## config.mk

```make
export PLATFORM = sky130hd
export DESIGN_NAME = lgfs_lane_gain_flip_state_regs
export DESIGN_NICKNAME = d
export VERILOG_FILES = /design/src/design/lgfs_pkg.sv /design/src/design/lgfs_lane_gain_flip_state_regs.sv /design/src/design/lgfs_gain_reg.sv
export VERILOG_INCLUDE_DIRS = /design/src /design/src/design
export SDC_FILE = /design/constraint.sdc
export NUM_CORES = 1
export LEC_CHECK = 0
export ABC_CLOCK_PERIOD_IN_PS = 1800
export BUFFER_PORTS_ARGS = -buffer_cell sky130_fd_sc_hd__buf_2
export CORE_MARGIN = 4
export CORE_UTILIZATION = 39
export CTS_BUF_LIST = sky130_fd_sc_hd__clkbuf_4
export DETAILED_ROUTE_END_ITERATION = 8
export GPL_TIMING_DRIVEN = 0
export SLEW_MARGIN = 5
export SYNTH_ARGS = -nofsm -noshare
export SYNTH_HDL_FRONTEND = slang
export SYNTH_HIERARCHICAL = 1
export SYNTH_SLANG_ARGS = --single-unit
```

## constraint.sdc

```tcl
create_clock -name core_clk -period 1.8 [get_ports core_clk]
set_input_delay 0.18 -clock core_clk [delete_from_list [all_inputs] [get_ports core_clk]]
set_output_delay 0.18 -clock core_clk [all_outputs]
set_load 0.03 [all_outputs]
```

## src/design/lgfs_regs.svh

```systemverilog
// Notes on behaviour
// lane one boost 6:4, flat gain 3:2=10
// lanes two, three same layout, independent
// flip bit1 swaps aux sideband/diff pairs
// flip bit0 swaps all main lane orientation
// state byte read-only, codes 7:5, 3:1
// 000 powered off, 001 ramping up
// 010 brief unplug, 011 lengthy unplug
// 100 unplug live, 101 link saving
// 110 slumber, 111 fully on
// lane zero same gain layout, reset 10
// 32-byte space, byte-count register reports it
// reserved rw bits store; read-only ignore writes
// host preserves reserved bits on updates
`ifndef LGFS_REGS_SVH
`define LGFS_REGS_SVH

// register offsets
`define LGFS_OFF_BYTE_COUNT 5'h02
`define LGFS_OFF_LANE0_GAIN 5'h05
`define LGFS_OFF_LANE1_GAIN 5'h06
`define LGFS_OFF_LANE2_GAIN 5'h07
`define LGFS_OFF_LANE3_GAIN 5'h08
`define LGFS_OFF_FLIP       5'h09
`define LGFS_OFF_RSVD_A     5'h0A
`define LGFS_OFF_RSVD_B     5'h0B
`define LGFS_OFF_RSVD_C     5'h0C
`define LGFS_OFF_STATE01    5'h0D

// field positions
`define LGFS_BOOST_HI       6
`define LGFS_BOOST_LO       4
`define LGFS_FLAT_HI        3
`define LGFS_FLAT_LO        2
`define LGFS_AUX_SWAP_BIT   1
`define LGFS_MAIN_SWAP_BIT  0

// reset values
`define LGFS_GAIN_RESET     8'h08
`define LGFS_FLIP_RESET     8'h00
`define LGFS_RSVD_A_RESET   8'hFC
`define LGFS_RSVD_B_RESET   8'hFC
`define LGFS_RSVD_C_RESET   8'h31
`define LGFS_SPACE_BYTES    8'h20

// timing: unplug split between brief and lengthy codes
`define LGFS_UNPLUG_SPLIT_MS 328

`endif

```

## src/design/lgfs_pkg.sv

```systemverilog
package lgfs_pkg;
    // lane operating-state codes
    typedef enum logic [2:0] {
        powered_off_code    = 3'h0,
        ramp_up_code        = 3'h1,
        unplug_brief_code   = 3'h2,
        unplug_lengthy_code = 3'h3,
        unplug_live_code    = 3'h4,
        link_saving_code    = 3'h5,
        slumber_code        = 3'h6,
        fully_on_code       = 3'h7
    } lgfs_lane_state_t;
endpackage

```

## src/design/lgfs_lane_gain_flip_state_regs.sv

```systemverilog
`timescale 1ns/1ps
`include "lgfs_regs.svh"
// byte register bank behind the two-wire management port;
// the port engine hands over byte address, write strobe and data
module lgfs_lane_gain_flip_state_regs
    import lgfs_pkg::*;
#(
    parameter int LANES = 4
) (
    // clock and reset
    input  wire logic             core_clk,
    input  wire logic             rst,
    // register access from the management port engine
    input  wire logic [4:0]       reg_addr,
    input  wire logic             reg_wr,
    input  wire logic [7:0]       reg_wdata,
    output logic      [7:0]       reg_rdata,
    // live lane state from the lane logic
    input  wire lgfs_lane_state_t lane_zero_power_code,
    input  wire lgfs_lane_state_t lane_one_power_code,
    // equalizer controls per lane, lane 0 first
    output logic      [11:0]      boost_lanes,
    output logic      [7:0]       flat_gain_lanes,
    // flip controls
    output logic                  aux_pair_swap,
    output logic                  main_lane_orientation_swap
);
    // only the four documented lanes are decoded
    initial begin
        if (LANES != 4) begin
            $error("lgfs: LANES must be 4");
        end
    end

    logic [7:0] gain_val [LANES];   // gain bytes per lane
    logic [7:0] flip_reg;           // flip control byte
    logic [7:0] rsvd_a;             // reserved byte a
    logic [7:0] rsvd_b;             // reserved byte b
    logic [7:0] rsvd_c;             // reserved byte c
    logic [7:0] state_byte;         // sampled lane state byte
    logic [7:0] next_rdata;         // read mux result
    wire  [4:0] gain_base = `LGFS_OFF_LANE0_GAIN;

    // per-lane gain bytes at consecutive offsets
    genvar g;
    generate
        for (g = 0; g < LANES; g++) begin : gen_lane
            wire gain_hit = reg_wr &&
                (reg_addr == gain_base + 5'(g));
            lgfs_gain_reg #(
                .RESET_VAL (`LGFS_GAIN_RESET)
            ) u_gain (
                .core_clk  (core_clk),
                .rst       (rst),
                .wr_en     (gain_hit),
                .wr_data   (reg_wdata),
                .value     (gain_val[g]),
                .boost     (boost_lanes[g*3 +: 3]),
                .flat_gain (flat_gain_lanes[g*2 +: 2])
            );
        end
    endgenerate

    // write decode for the other read/write bytes
    wire flip_hit = reg_wr && (reg_addr == `LGFS_OFF_FLIP);
    wire rsva_hit = reg_wr && (reg_addr == `LGFS_OFF_RSVD_A);
    wire rsvb_hit = reg_wr && (reg_addr == `LGFS_OFF_RSVD_B);
    wire rsvc_hit = reg_wr && (reg_addr == `LGFS_OFF_RSVD_C);

    // flip and reserved bytes, whole byte stored
    always_ff @(posedge core_clk) begin
        if (rst) begin
            flip_reg <= `LGFS_FLIP_RESET;
            rsvd_a   <= `LGFS_RSVD_A_RESET;
            rsvd_b   <= `LGFS_RSVD_B_RESET;
            rsvd_c   <= `LGFS_RSVD_C_RESET;
        end else begin
            if (flip_hit) begin
                flip_reg <= reg_wdata;
            end
            if (rsva_hit) begin
                rsvd_a <= reg_wdata;
            end
            if (rsvb_hit) begin
                rsvd_b <= reg_wdata;
            end
            if (rsvc_hit) begin
                rsvd_c <= reg_wdata;
            end
        end
    end

    // flip outputs straight from the stored byte
    assign aux_pair_swap = flip_reg[`LGFS_AUX_SWAP_BIT];
    assign main_lane_orientation_swap =
        flip_reg[`LGFS_MAIN_SWAP_BIT];

    // state byte: lane 0 in 7:5, lane 1 in 3:1, reserved zero
    wire [7:0] state_live = {lane_zero_power_code, 1'b0,
                             lane_one_power_code, 1'b0};
    // sampled each cycle; writes never reach it
    always_ff @(posedge core_clk) begin
        if (rst) begin
            state_byte <= 8'h00;
        end else begin
            state_byte <= state_live;
        end
    end

    // read mux, unmapped and out-of-window bytes read zero
    always_comb begin
        case (reg_addr)
            `LGFS_OFF_BYTE_COUNT: next_rdata = `LGFS_SPACE_BYTES;
            `LGFS_OFF_LANE0_GAIN: next_rdata = gain_val[0];
            `LGFS_OFF_LANE1_GAIN: next_rdata = gain_val[1];
            `LGFS_OFF_LANE2_GAIN: next_rdata = gain_val[2];
            `LGFS_OFF_LANE3_GAIN: next_rdata = gain_val[3];
            `LGFS_OFF_FLIP:       next_rdata = flip_reg;
            `LGFS_OFF_RSVD_A:     next_rdata = rsvd_a;
            `LGFS_OFF_RSVD_B:     next_rdata = rsvd_b;
            `LGFS_OFF_RSVD_C:     next_rdata = rsvd_c;
            `LGFS_OFF_STATE01:    next_rdata = state_byte;
            default:              next_rdata = 8'h00;
        endcase
    end

    // registered read data, one cycle after address
    always_ff @(posedge core_clk) begin
        if (rst) begin
            reg_rdata <= 8'h00;
        end else begin
            reg_rdata <= next_rdata;
        end
    end
endmodule

```

## src/design/lgfs_gain_reg.sv

```systemverilog
`timescale 1ns/1ps
`include "lgfs_regs.svh"
// one lane gain byte with decoded boost and flat gain
module lgfs_gain_reg
    import lgfs_pkg::*;
#(
    parameter logic [7:0] RESET_VAL = `LGFS_GAIN_RESET
) (
    // clock and reset
    input  wire logic       core_clk,
    input  wire logic       rst,
    // write port
    input  wire logic       wr_en,
    input  wire logic [7:0] wr_data,
    // contents
    output logic      [7:0] value,
    output logic      [2:0] boost,
    output logic      [1:0] flat_gain
);
    // full byte stored, reserved bits kept as written
    always_ff @(posedge core_clk) begin
        if (rst) begin
            value <= RESET_VAL;
        end else if (wr_en) begin
            value <= wr_data;
        end
    end

    // field extraction
    assign boost     = value[`LGFS_BOOST_HI:`LGFS_BOOST_LO];
    assign flat_gain = value[`LGFS_FLAT_HI:`LGFS_FLAT_LO];
endmodule

```

# Yosys cells after proc, flatten, opt, wreduce, memory -nomap -nowiden
# Cells that the tools add are included.
# W data, S select, Z words.
# word_totals
reg_bits	80
inputBits	22
out_inout_bits	30
wordCells	30
# classes
n_eq_ne	10
mux	1
reduce_logical	8
# ops
operator	count
$pmux W8 S10	1
$eq A5 B4 Y1 const B	6
$eq A5 B3 Y1 const B	3
$logic_and A1 B1 Y1	8
$eq A5 B2 Y1 const B	1

# Longest topological paths before layout
# Gate-level depths: netlist (run 1).
# depth
ltp_word	2
ltp_mapped	8
mapped_depth_nobuf	5

# Hierarchy
# Netlist (run 1), hierarchy kept.
# modules_own_cells
mod	instances	cells_per_inst	area_each_um2	seq_area_each_um2
lgfs_lane_gain_flip_state_regs	1	240	2184.6	920.9
lgfs_gain_reg	4	31	327.8	160.2

# Worst setup path after synthesis (run 1)
# Ideal clock, no wire load.
# synth_path
kind	input -> register
from	input reg_addr[2]
to	register gen_lane[1].u_gain.value[3]
setup_time_ns	0.120
arrival_time_ns	1.524
required_time_ns	1.680
slack_ns	0.156
cell_stages	7
path_buffers	2
cell_sequence	buf_4 or3b_4 nor3_4 and2_1 buf_6 nor2b_2 a211o_1
# synth_between
elab_chain_cells	2
# synth_rtl
item	line_no	source
start: declaration	lgfs_lane_gain_flip_state_regs.sv:14	input wire logic [4:0] reg_addr,
$eq A5 B3 Y1	lgfs_lane_gain_flip_state_regs.sv:49	(reg_addr == gain_base + 5'(g));
$logic_and A1 B1 Y1	lgfs_lane_gain_flip_state_regs.sv:48	wire gain_hit = reg_wr &&
via gen_lane[1].gain_hit	lgfs_lane_gain_flip_state_regs.sv:48	
end signal: assignment	lgfs_gain_reg.sv:25	value <= wr_data;
end: declaration	lgfs_gain_reg.sv:16	output logic [7:0] value,
# The timed path passes the listed nets, and every way through them passes these cells.
# A chain may end at the register's enable or synchronous reset.

# Worst setup path after layout (run 1)
# layout_path
from	input reg_addr[1]
to	register gen_lane[2].u_gain.value[1]
# layout_between
elab_chain_cells	2
# layout_rtl
item	line_no
$eq A5 B3 Y1	lgfs_lane_gain_flip_state_regs.sv:49
$logic_and A1 B1 Y1	lgfs_lane_gain_flip_state_regs.sv:48
via gen_lane[2].gain_hit	lgfs_lane_gain_flip_state_regs.sv:48
end signal: assignment	lgfs_gain_reg.sv:25
end: declaration	lgfs_gain_reg.sv:16
# The timed path passes the listed nets, and every way through them passes these cells.

==> results of run 1 <==
==> synth_stat cells (all sizes together) <==
cell	instances
a2111oi	2
a211o	13
a21oi	12
a221o	1
a222oi	5
a22oi	9
a311oi	1
a31oi	5
a32oi	1
and2	4
and3	5
and4	3
buf	33
clkbuf	12
dfxtp	78
inv	8
mux2	2
mux2i	47
mux4	2
nand2	25
nand2b	1
nand3	9
nand3b	7
nand4	2
nor2	50
nor2b	16
nor3	1
nor3b	1
nor4bb	1
o21ai	3
o2bb2ai	1
o311a	1
o32ai	1
or3b	1
or4b	1
==> how the worst min path moves through the flow <==
stage                                       from            end  slack, ns  cells past startpoint
final                               reg_wdata[0]      rsvd_b[0]        0.1                      3
after global routing                reg_wdata[4]      rsvd_b[4]       0.10                      3
after CTS                           reg_wdata[0]      rsvd_b[0]       0.08                      3
after detailed placement  lane_one_power_code[1]  state_byte[2]       0.40                      2
after global placement    lane_one_power_code[1]  state_byte[2]       0.39                      2
after floorplan                     reg_wdata[7]      rsvd_b[7]       0.30                      2
==> cells by family after synthesis <==
kind of cell    Yosys count
compound gates           55
simple gates            127
mux                      51
flops                    78
buf+inv                  53
==> worst max-delay path, delay by kind of cell <==
family                 cells  cell delay, ns
buffers and inverters      3            0.87
and+or+nand+nor            4            0.68
muxes                      1            0.20
==> power breakdown <==
part           total, uW  internal [uW]  switching (uW)
registers           1760           1750            10.2
clock network       1080            458             620
logic                273           98.9             174
==> metal layers <==
| metal | up-vias | part of all wire [%] | global-route usage (%) | routed length [microns] |
|---|---|---|---|---|
| met3 | 12 | 7.0 | 3.45 | 676 |
| met1 | 1344 | 47 | 27.3 | 4500 |
| met5 | - | 0 | 0 | 0 |
| met2 | 92 | 44 | 28.8 | 4270 |
| met4 | 0 | 1.8 | 6.05 | 174 |
| li1 | 1391 | - | - | - |
==> area by class of cell <==
class	count	area, sq um
clock inverter	5	60.1
tap	108	135
inverter	8	30.0
timing repair buffer	53	295
fill	873	4650
buffer	45	295
multi-input combinational	233	1610
clock buffer	11	82.6
sequential	78	1560
==> what timing repair did <==
action / in CTS / in global routing
endpoints found under the hold margin: 6 / 0
hold buffers: 6 / 0
endpoints found under the setup margin: 0 / 0
==> metrics by stage <==
step	worst slack, ns	hold WS [ns]	instances
after global routing	0.0769	0.101	541
after global placement	-0.225	0.392	519
after CTS	0.234	0.0769	541
final	0.206	0.0993	541
after floorplan	0.156	0.301	364
after detailed placement	-0.221	0.397	519
==> impl_metrics.json, run 1 <==
{
  "outcome": "complete, no violations",
  "synth_fa_ha_area_share_pct": 0,
  "critical-path-slowest-cell": "clkbuf_1",
  "fin_setup_tns_ns": 0,
  "synth_compound_area_share_pct": 11.7,
  "power_uw": 3110,
  "io_buffers": 47,
  "ys_ff_latch": 78,
  "maxSlewHeadroom_pct": 53.0,
  "post_cts_resized": 0,
  "initial_utilization_pct": 40.1,
  "setup_viol": 0,
  "synth_nets": 386,
  "top_register": "gen_lane.u_gain/value",
  "die-area_sq_mm": 0.0105,
  "rr_worst_depth": 5,
  "final_antenna_net_count": 0,
  "io_pins": 52,
  "min_path_type": "in2reg",
  "layout_common_cells": "dfxtp_1, buf_2, nor2_1, mux2i_1, nand2_1",
  "wire_per_inst_microns": 17.8,
  "post-route-drc-count": 0,
  "r2r-end": "reg_rdata[5]",
  "grt_pass1_wl_microns": 14900,
  "max-cap-violations": 0,
  "syn_inst": 364,
  "core_region_area_sq_mm": 0.00872,
  "crit_top_cell": "clkbuf_1",
  "power_leakage_uw": 0.00173,
  "wl_microns": 9620,
  "antennaDiodeCount": 0,
  "min_period_ns": 1.59,
  "grt_pass1_vias": 2663,
  "dp_hpwl_microns": 6890,
  "final_nets": 450,
  "fin_crit_sh_pct": 88.6,
  "clock_sinks": 78,
  "final_core_util_pct": 46.7,
  "syn_to_final_growth_pct": 16.4,
  "route.vias.total": 2839,
  "ys.warnings.count": 6,
  "synth_top_area_share_pct": 44.7,
  "synthXorXnorAreaFrac_pct": 0,
  "clk_latency_ns": 0.43,
  "rows": 34,
  "fin_skew_ns": 0.0281,
  "critical_path.startpoint": "reg_addr[1]",
  "largest_register_ffs": 32,
  "worstPathArrival_ns": 1.93,
  "crit_chain": "clkbuf_1, clkbuf_1, nand2_1, nor2_2, and2_1, buf_6, mux2i_1, nor2_1",
  "clk_pin_slew_ns": 0.13,
  "globalRouteOverflowTotal": 0,
  "place_area_sq_mm": 0.00387,
  "yosysSeqAreaShare_pct": 44.7,
  "post_cts_buffers": 0,
  "yosys.area.top_type": "dfxtp_1",
  "die_x_microns": 103,
  "clock_path_buffers": 2,
  "startpoint_type": "primary input",
  "routabilityCongestion": 0.894,
  "worst_pin_slew_ns": 0.688,
  "r2r_start": "gen_lane[3].u_gain/value[5]",
  "cts_buffers": 9,
  "ir_worst_vdd_mv": 0.331,
  "crit_fanout": 10,
  "cp-endpoint": "gen_lane[2].u_gain/value[1]",
  "fmax_mhz": 627,
  "cts_root_buffer": "clkbuf_4",
  "synth_area_per_cell_sq_um": 9.60,
  "drive_above_1_share_pct": 26.3,
  "fin_area_sq_mm": 0.00407,
  "end_kind": "flop",
  "cts_tree": "built",
  "grt_max_degree": 14,
  "drt_iter0_markers": 239,
  "rsz0062_at_grt": "no",
  "drt-vias-per-instance": 5.25,
  "synth_top_family_by_area": "simple AND/OR/NAND/NOR gates",
  "hold_viol": 0,
  "synth.area.top_cells": "dfxtp_1, mux2i_1, nor2_1",
  "h-tree-depth": 3,
  "dr.pass1.iters": 6,
  "required_ns": 2.13,
  "antenna_found_initial": 0,
  "synth_area_sq_mm": 0.00350,
  "die_y_microns": 103,
  "muxShareOfSynthArea_pct": 15.4,
  "r2r_setup_slack_ns": 0.23,
  "ys_types": 42,
  "p_per_area_mw_per_mm2": 764,
  "synthSimpleGateAreaFrac_pct": 18.9,
  "max_stage_delay_ns": 0.45,
  "crit_type": "in2reg",
  "grt_util_all_layers_pct": 19.0,
  "drv_slew": 0,
  "final_common_cell": "dfxtp_1"
}
Power figures use the tool's default switching activity.
==> run 2, diff against run 1 <==
- CAP_MARGIN: not set -> 0
- GPL_TIMING_DRIVEN: 0 -> not set
- REMOVE_ABC_BUFFERS: not set -> 1
==> run 2 against run 1 <==
Wire length decreased by 5.1%. Highest routed layer unchanged. Sequential cell count stayed put. Worst setup slack improved by 0.19 ns. Register-to-register slack better by 0.16 ns. Final cell count down 1.3%. Non-clock buffer count decreased by 6. Clock skew is 0.014 ns lower. Sequential power about the same. First-iteration DRC count down 18%.
==> impl_metrics.json, run 2 (synthesis results as in run 1) <==
{
  "fin_area_sq_mm": 0.00408,
  "crit_fanout": 3,
  "final_antenna_net_count": 0,
  "top_register": "gen_lane.u_gain/value",
  "post_cts_resized": 0,
  "antennaDiodeCount": 0,
  "worst_hold_path.num_cells": 3,
  "largest_register_ffs": 32,
  "seq_area_sq_mm": 0.00156,
  "dp_hpwl_microns": 6470,
  "wl_microns": 9130,
  "globalRouteOverflowTotal": 0,
  "min_period_ns": 1.41,
  "p_sw_share_pct": 24.5,
  "grt_util_all_layers_pct": 18.2,
  "combPwrFrac_pct": 8.5,
  "min_path_type": "in2reg",
  "layout_common_cells": "dfxtp_1, buf_2, nor2_1, mux2i_1, buf_4",
  "hold_end": "rsvd_b[1]",
  "grt_pass1_vias": 2830,
  "route.vias.total": 2843,
  "post-route-drc-count": 0,
  "rsz0062_at_grt": "no",
  "rr_worst_depth": 3,
  "rows": 34,
  "r2r_start": "flip_reg[0]",
  "final_nets": 444,
  "clock_sinks": 78,
  "seq_power_share_pct": 55.1,
  "hold_viol": 0,
  "fin_crit_sh_pct": 78.2,
  "clk_pin_slew_ns": 0.13,
  "antenna_found_initial": 0,
  "io_pins": 52,
  "cts_root_buffer": "clkbuf_4",
  "required_ns": 2.08,
  "intPower_uw": 2410,
  "wl_met3_microns": 714,
  "die_x_microns": 103,
  "end_kind": "flop",
  "fin_skew_ns": 0.0145,
  "power_uw": 3190,
  "post_cts_buffers": 0,
  "wire_per_inst_microns": 17.1,
  "fin_setup_tns_ns": 0,
  "dr_wl_met2_microns": 4080,
  "initial_utilization_pct": 40.1,
  "switchingPower_uw": 784,
  "place_area_sq_mm": 0.00387,
  "die_y_microns": 103,
  "outcome": "complete, no violations",
  "clock_path_buffers": 2,
  "drive_above_1_share_pct": 26.8,
  "setup_viol": 0,
  "clk_latency_ns": 0.43,
  "final_common_cell": "dfxtp_1",
  "wl_met1_microns": 4110,
  "crit_type": "reg2reg",
  "io_buffers": 51,
  "drt_iter0_markers": 195,
  "p_per_area_mw_per_mm2": 782,
  "multi_input_area_sq_mm": 0.00161,
  "power_leakage_uw": 0.00173,
  "die-area_sq_mm": 0.0105,
  "fmax_mhz": 710,
  "syn_to_final_growth_pct": 16.8,
  "min_from": "reg_wdata[1]",
  "drv_slew": 0,
  "r2r_setup_slack_ns": 0.39,
  "cts_buffers": 9,
  "dr.pass1.iters": 5,
  "dr.max_layer_used": "met4",
  "startpoint_type": "flop",
  "worstPathArrival_ns": 1.68,
  "h-tree-depth": 3,
  "fill_cells": 834,
  "worst_pin_slew_ns": 0.907,
  "grt_pass1_wl_microns": 14700,
  "final_core_util_pct": 46.8,
  "cts_tree": "built",
  "core_region_area_sq_mm": 0.00872,
  "drt-vias-per-instance": 5.32,
  "p_clk_share_pct": 36.4,
  "ir_worst_vdd_mv": 0.368,
  "max-cap-violations": 0,
  "routabilityCongestion": 0.825,
  "r2r-end": "reg_rdata[0]",
  "grt_max_degree": 71,
  "holdWs_ns": 0.0631,
  "maxSlewHeadroom_pct": 39.1
}
run 2: cell count changes in the layout (fill, tap and decap cells not counted), sizes merged:
| cell | before | now |
|---|---|---|
| buf | 80 | 86 |
| bufinv | 1 | 2 |
| clkbuf | 23 | 9 |
| clkinv | 3 | 2 |
| clkinvlp | 1 | 2 |
run 2: final cells by class:
| cell class | instances | share of cell area, % |
|---|---|---|
| Clock inverter | 6 | 2.15 |
| Sequential cell | 78 | 38.3 |
| Timing Repair Buffer | 92 | 14.5 |
| Inverter | 8 | 0.736 |
| Tap cell | 108 | 3.31 |
| Clock buffer | 9 | 1.66 |
| Multi-Input combinational cell | 233 | 39.4 |
run 2: how the worst max path moves through the flow:
stage | cells past startpoint | start | endpoint | slack [ns]
after detailed placement | 5 | reg_addr[0] | reg_rdata[1] | 0.09
after global placement | 6 | reg_addr[3] | gen_lane[3].u_gain/value[3] | 0.12
final | 3 | flip_reg[0] | reg_rdata[0] | 0.39
after CTS | 3 | flip_reg[0] | reg_rdata[0] | 0.40
after global routing | 3 | flip_reg[0] | reg_rdata[0] | 0.33
after floorplan | 5 | reg_addr[4] | gen_lane[1].u_gain/value[3] | 0.16
run 2: routing by layer:
layer  GRT usage [%]  vias to the layer above
met5               0                        -
met3            3.59                       20
li1                -                     1377
met1            25.1                     1323
met2            28.1                      123
met4            7.16                        0
run 2: power groups by stage:
stage | Clock, uW | Combinational [uW] | Sequential, uW
after floorplan | 0 | 90.3 | 1810
after global placement | 0 | 259 | 1800
after detailed placement | 0 | 261 | 1800
after CTS | 1190 | 271 | 1760
after global routing | 1260 | 295 | 1760
final | 1160 | 272 | 1760
run 2: repair_timing:
action,CTS,global route
endpoints found under the hold margin,6,0
hold buffers,6,0
setup endpoints to repair,0,0
run 2: critical path: stages, from the launching register on:
cell      delay, ns
dfxtp_1        0.35
mux4_2         0.45
a222oi_1       0.35
a21oi_1        0.12
run 2: through the flow:
step	worst slack (ns)	cells
after floorplan	0.162	319
after global placement	0.115	513
after detailed placement	0.0906	513
after CTS	0.403	534
after global routing	0.327	534
final	0.392	534
==> run 3, diff against run 2 <==
- ABC_CLOCK_PERIOD_IN_PS: 1800 -> 1200
- clock period: 1.8 -> 1.2 ns (I/O delays scaled with it)
==> run 3 against run 2 <==
Highest routed layer unchanged. Global-route usage rose by 1.2 points. The flow now finishes with violations (negative setup slack). Critical endpoint is now reg_rdata[5]. Design area is 9.8% higher. Critical path depth increased by 1. Power rose by 49%. Worst setup slack got worse by 0.52 ns. Via count rose by 4.6%.
==> impl_metrics.json, run 3 (synthesis results as in run 1) <==
{
  "hold_viol": 0,
  "place_area_sq_mm": 0.00412,
  "fin_area_sq_mm": 0.00448,
  "clk_latency_ns": 0.43,
  "fmax_mhz": 752,
  "cts_tree": "built",
  "fin_setup_tns_ns": -0.367,
  "maxSlewHeadroom_pct": 73.5,
  "clock_sinks": 78,
  "die-area_sq_mm": 0.0105,
  "final_common_cell": "buf_4",
  "rows": 34,
  "wire_per_inst_microns": 17.0,
  "critical-path-slowest-cell": "or4b_1",
  "largest_register_ffs": 32,
  "required_ns": 1.57,
  "fill_cells": 801,
  "drv_slew": 0,
  "crit_fanout": 2,
  "grt_util_all_layers_pct": 19.4,
  "antenna_found_initial": 0,
  "power_leakage_uw": 0.00191,
  "grt_max_degree": 32,
  "fin_skew_ns": 0.0120,
  "max-cap-violations": 0,
  "dr.pass1.iters": 6,
  "violations": "negative setup slack",
  "worst_pin_slew_ns": 0.397,
  "die_y_microns": 103,
  "startpoint_type": "flop",
  "post-route-drc-count": 0,
  "route.vias.total": 2973,
  "die_x_microns": 103,
  "cp_num_buf_inv": 0,
  "final_antenna_net_count": 0,
  "syn_to_final_growth_pct": 28.2,
  "grt_pass1_wl_microns": 15400,
  "cts_root_buffer": "clkbuf_4",
  "outcome": "finished with violations",
  "clk_pin_slew_ns": 0.13,
  "crit_type": "reg2reg",
  "clock_path_buffers": 2,
  "setup_viol": 3,
  "grt_pass1_vias": 2908,
  "post_cts_buffers": 0,
  "routabilityCongestion": 0.863,
  "drt_iter0_markers": 183,
  "p_per_area_mw_per_mm2": 1060,
  "io_pins": 52,
  "min_period_ns": 1.33,
  "end_kind": "flop",
  "min_path_type": "in2reg",
  "h-tree-depth": 3,
  "top_register": "gen_lane.u_gain/value",
  "crit_chain": "or4b_1, o311a_1, a211o_1, a21oi_2",
  "wl_microns": 9700,
  "antennaDiodeCount": 0,
  "final_nets": 479,
  "drive_above_1_share_pct": 37.7,
  "fin_crit_sh_pct": 111,
  "layout.cells.non_filler": 570,
  "placed_cells": 545,
  "initial_utilization_pct": 40.1,
  "globalRouteOverflowTotal": 0,
  "worstPathArrival_ns": 1.70,
  "rsz0062_at_grt": "yes",
  "power_uw": 4740,
  "io_buffers": 51,
  "layout_common_cells": "buf_4, dfxtp_1, nor2_1, mux2i_1, buf_2",
  "dp_hpwl_microns": 7140,
  "fin_ws_ns": -0.130,
  "max_stage_delay_ns": 0.44,
  "ir_worst_vdd_mv": 0.473,
  "drt-vias-per-instance": 5.22,
  "core_region_area_sq_mm": 0.00872,
  "cts_buffers": 9,
  "critPathTopFamily": "compound AO/OA/AOI/OAI gates"
}
## run 3: changes by cell type in the layout (fill, tap and decap cells not counted), sizes merged
cell and delta:
clkinvlp +2, bufinv -1, dlygate4sd3 +3, clkinv -2
buf +16, clkbuf +18
## run 3: worst paths after layout
path	startpoint	end	slack (ns)	cells past startpoint
hold / removal	reg_wdata[4]	rsvd_b[4]	0.02	3
setup / recovery	gen_lane[3].u_gain/value[5]	reg_rdata[5]	-0.13	4
hold reg to reg	rsvd_c[7]	rsvd_c[7]	0.46	2
setup reg to reg	gen_lane[3].u_gain/value[5]	reg_rdata[5]	-0.13	4
## run 3: stage by stage
step,setup slack [ns],hold WS [ns],utilization (%)
6_report,-0.130,0.0175,51.4
5_1_grt,-0.232,0.00333,51.4
4_1_cts,-0.147,0.00141,50.3
3_5_place_dp,-0.488,0.332,47.2
3_3_place_gp,-0.497,0.326,47.2
2_1_floorplan,-0.378,0.189,-
## run 3: power breakdown
group	total [uW]	internal, uW	switching [uW]	leakage [uW]
Combinational	481	219	262	0.00121
Clock	1620	681	944	0.0000653
Sequential	2640	2620	16.2	0.000639
## run 3: area by class of cell
cell class	count	area, sq um	share of cell area [%]
clock buffer	11	82.6	1.84
clock inverter	5	60.1	1.34
inverter	8	30.0	0.670
multi-input combinational	233	1650	36.8
sequential	78	1590	35.4
tap	108	135	3.02
timing repair buffer	127	940	21.0
## run 3: worst reg2reg max path: cells and delay by family, from the launching register on
family	cells	cell delay, ns
AOI/OAI and AO/OA	3	0.46
DFF	1	0.37
and+or+nand+nor	1	0.44
## run 3: metal layers
metal  vias up  GRT usage (%)  share of wire [%]  wire length [microns]
met3        14           4.74                6.8                    659
li1       1446              -                  -                      -
met5         -              0                  0                      0
met4         0           5.45                1.4                    136
met1      1403           25.4                 44                   4230
met2       110           32.1                 48                   4680
## run 3: what timing repair did
action,CTS,global route
pin swaps,0,4
setup endpoints to repair,12,37
gates cloned,0,0
endpoints found under the hold margin,9,0
hold buffers,9,0
gates resized for setup,14,40
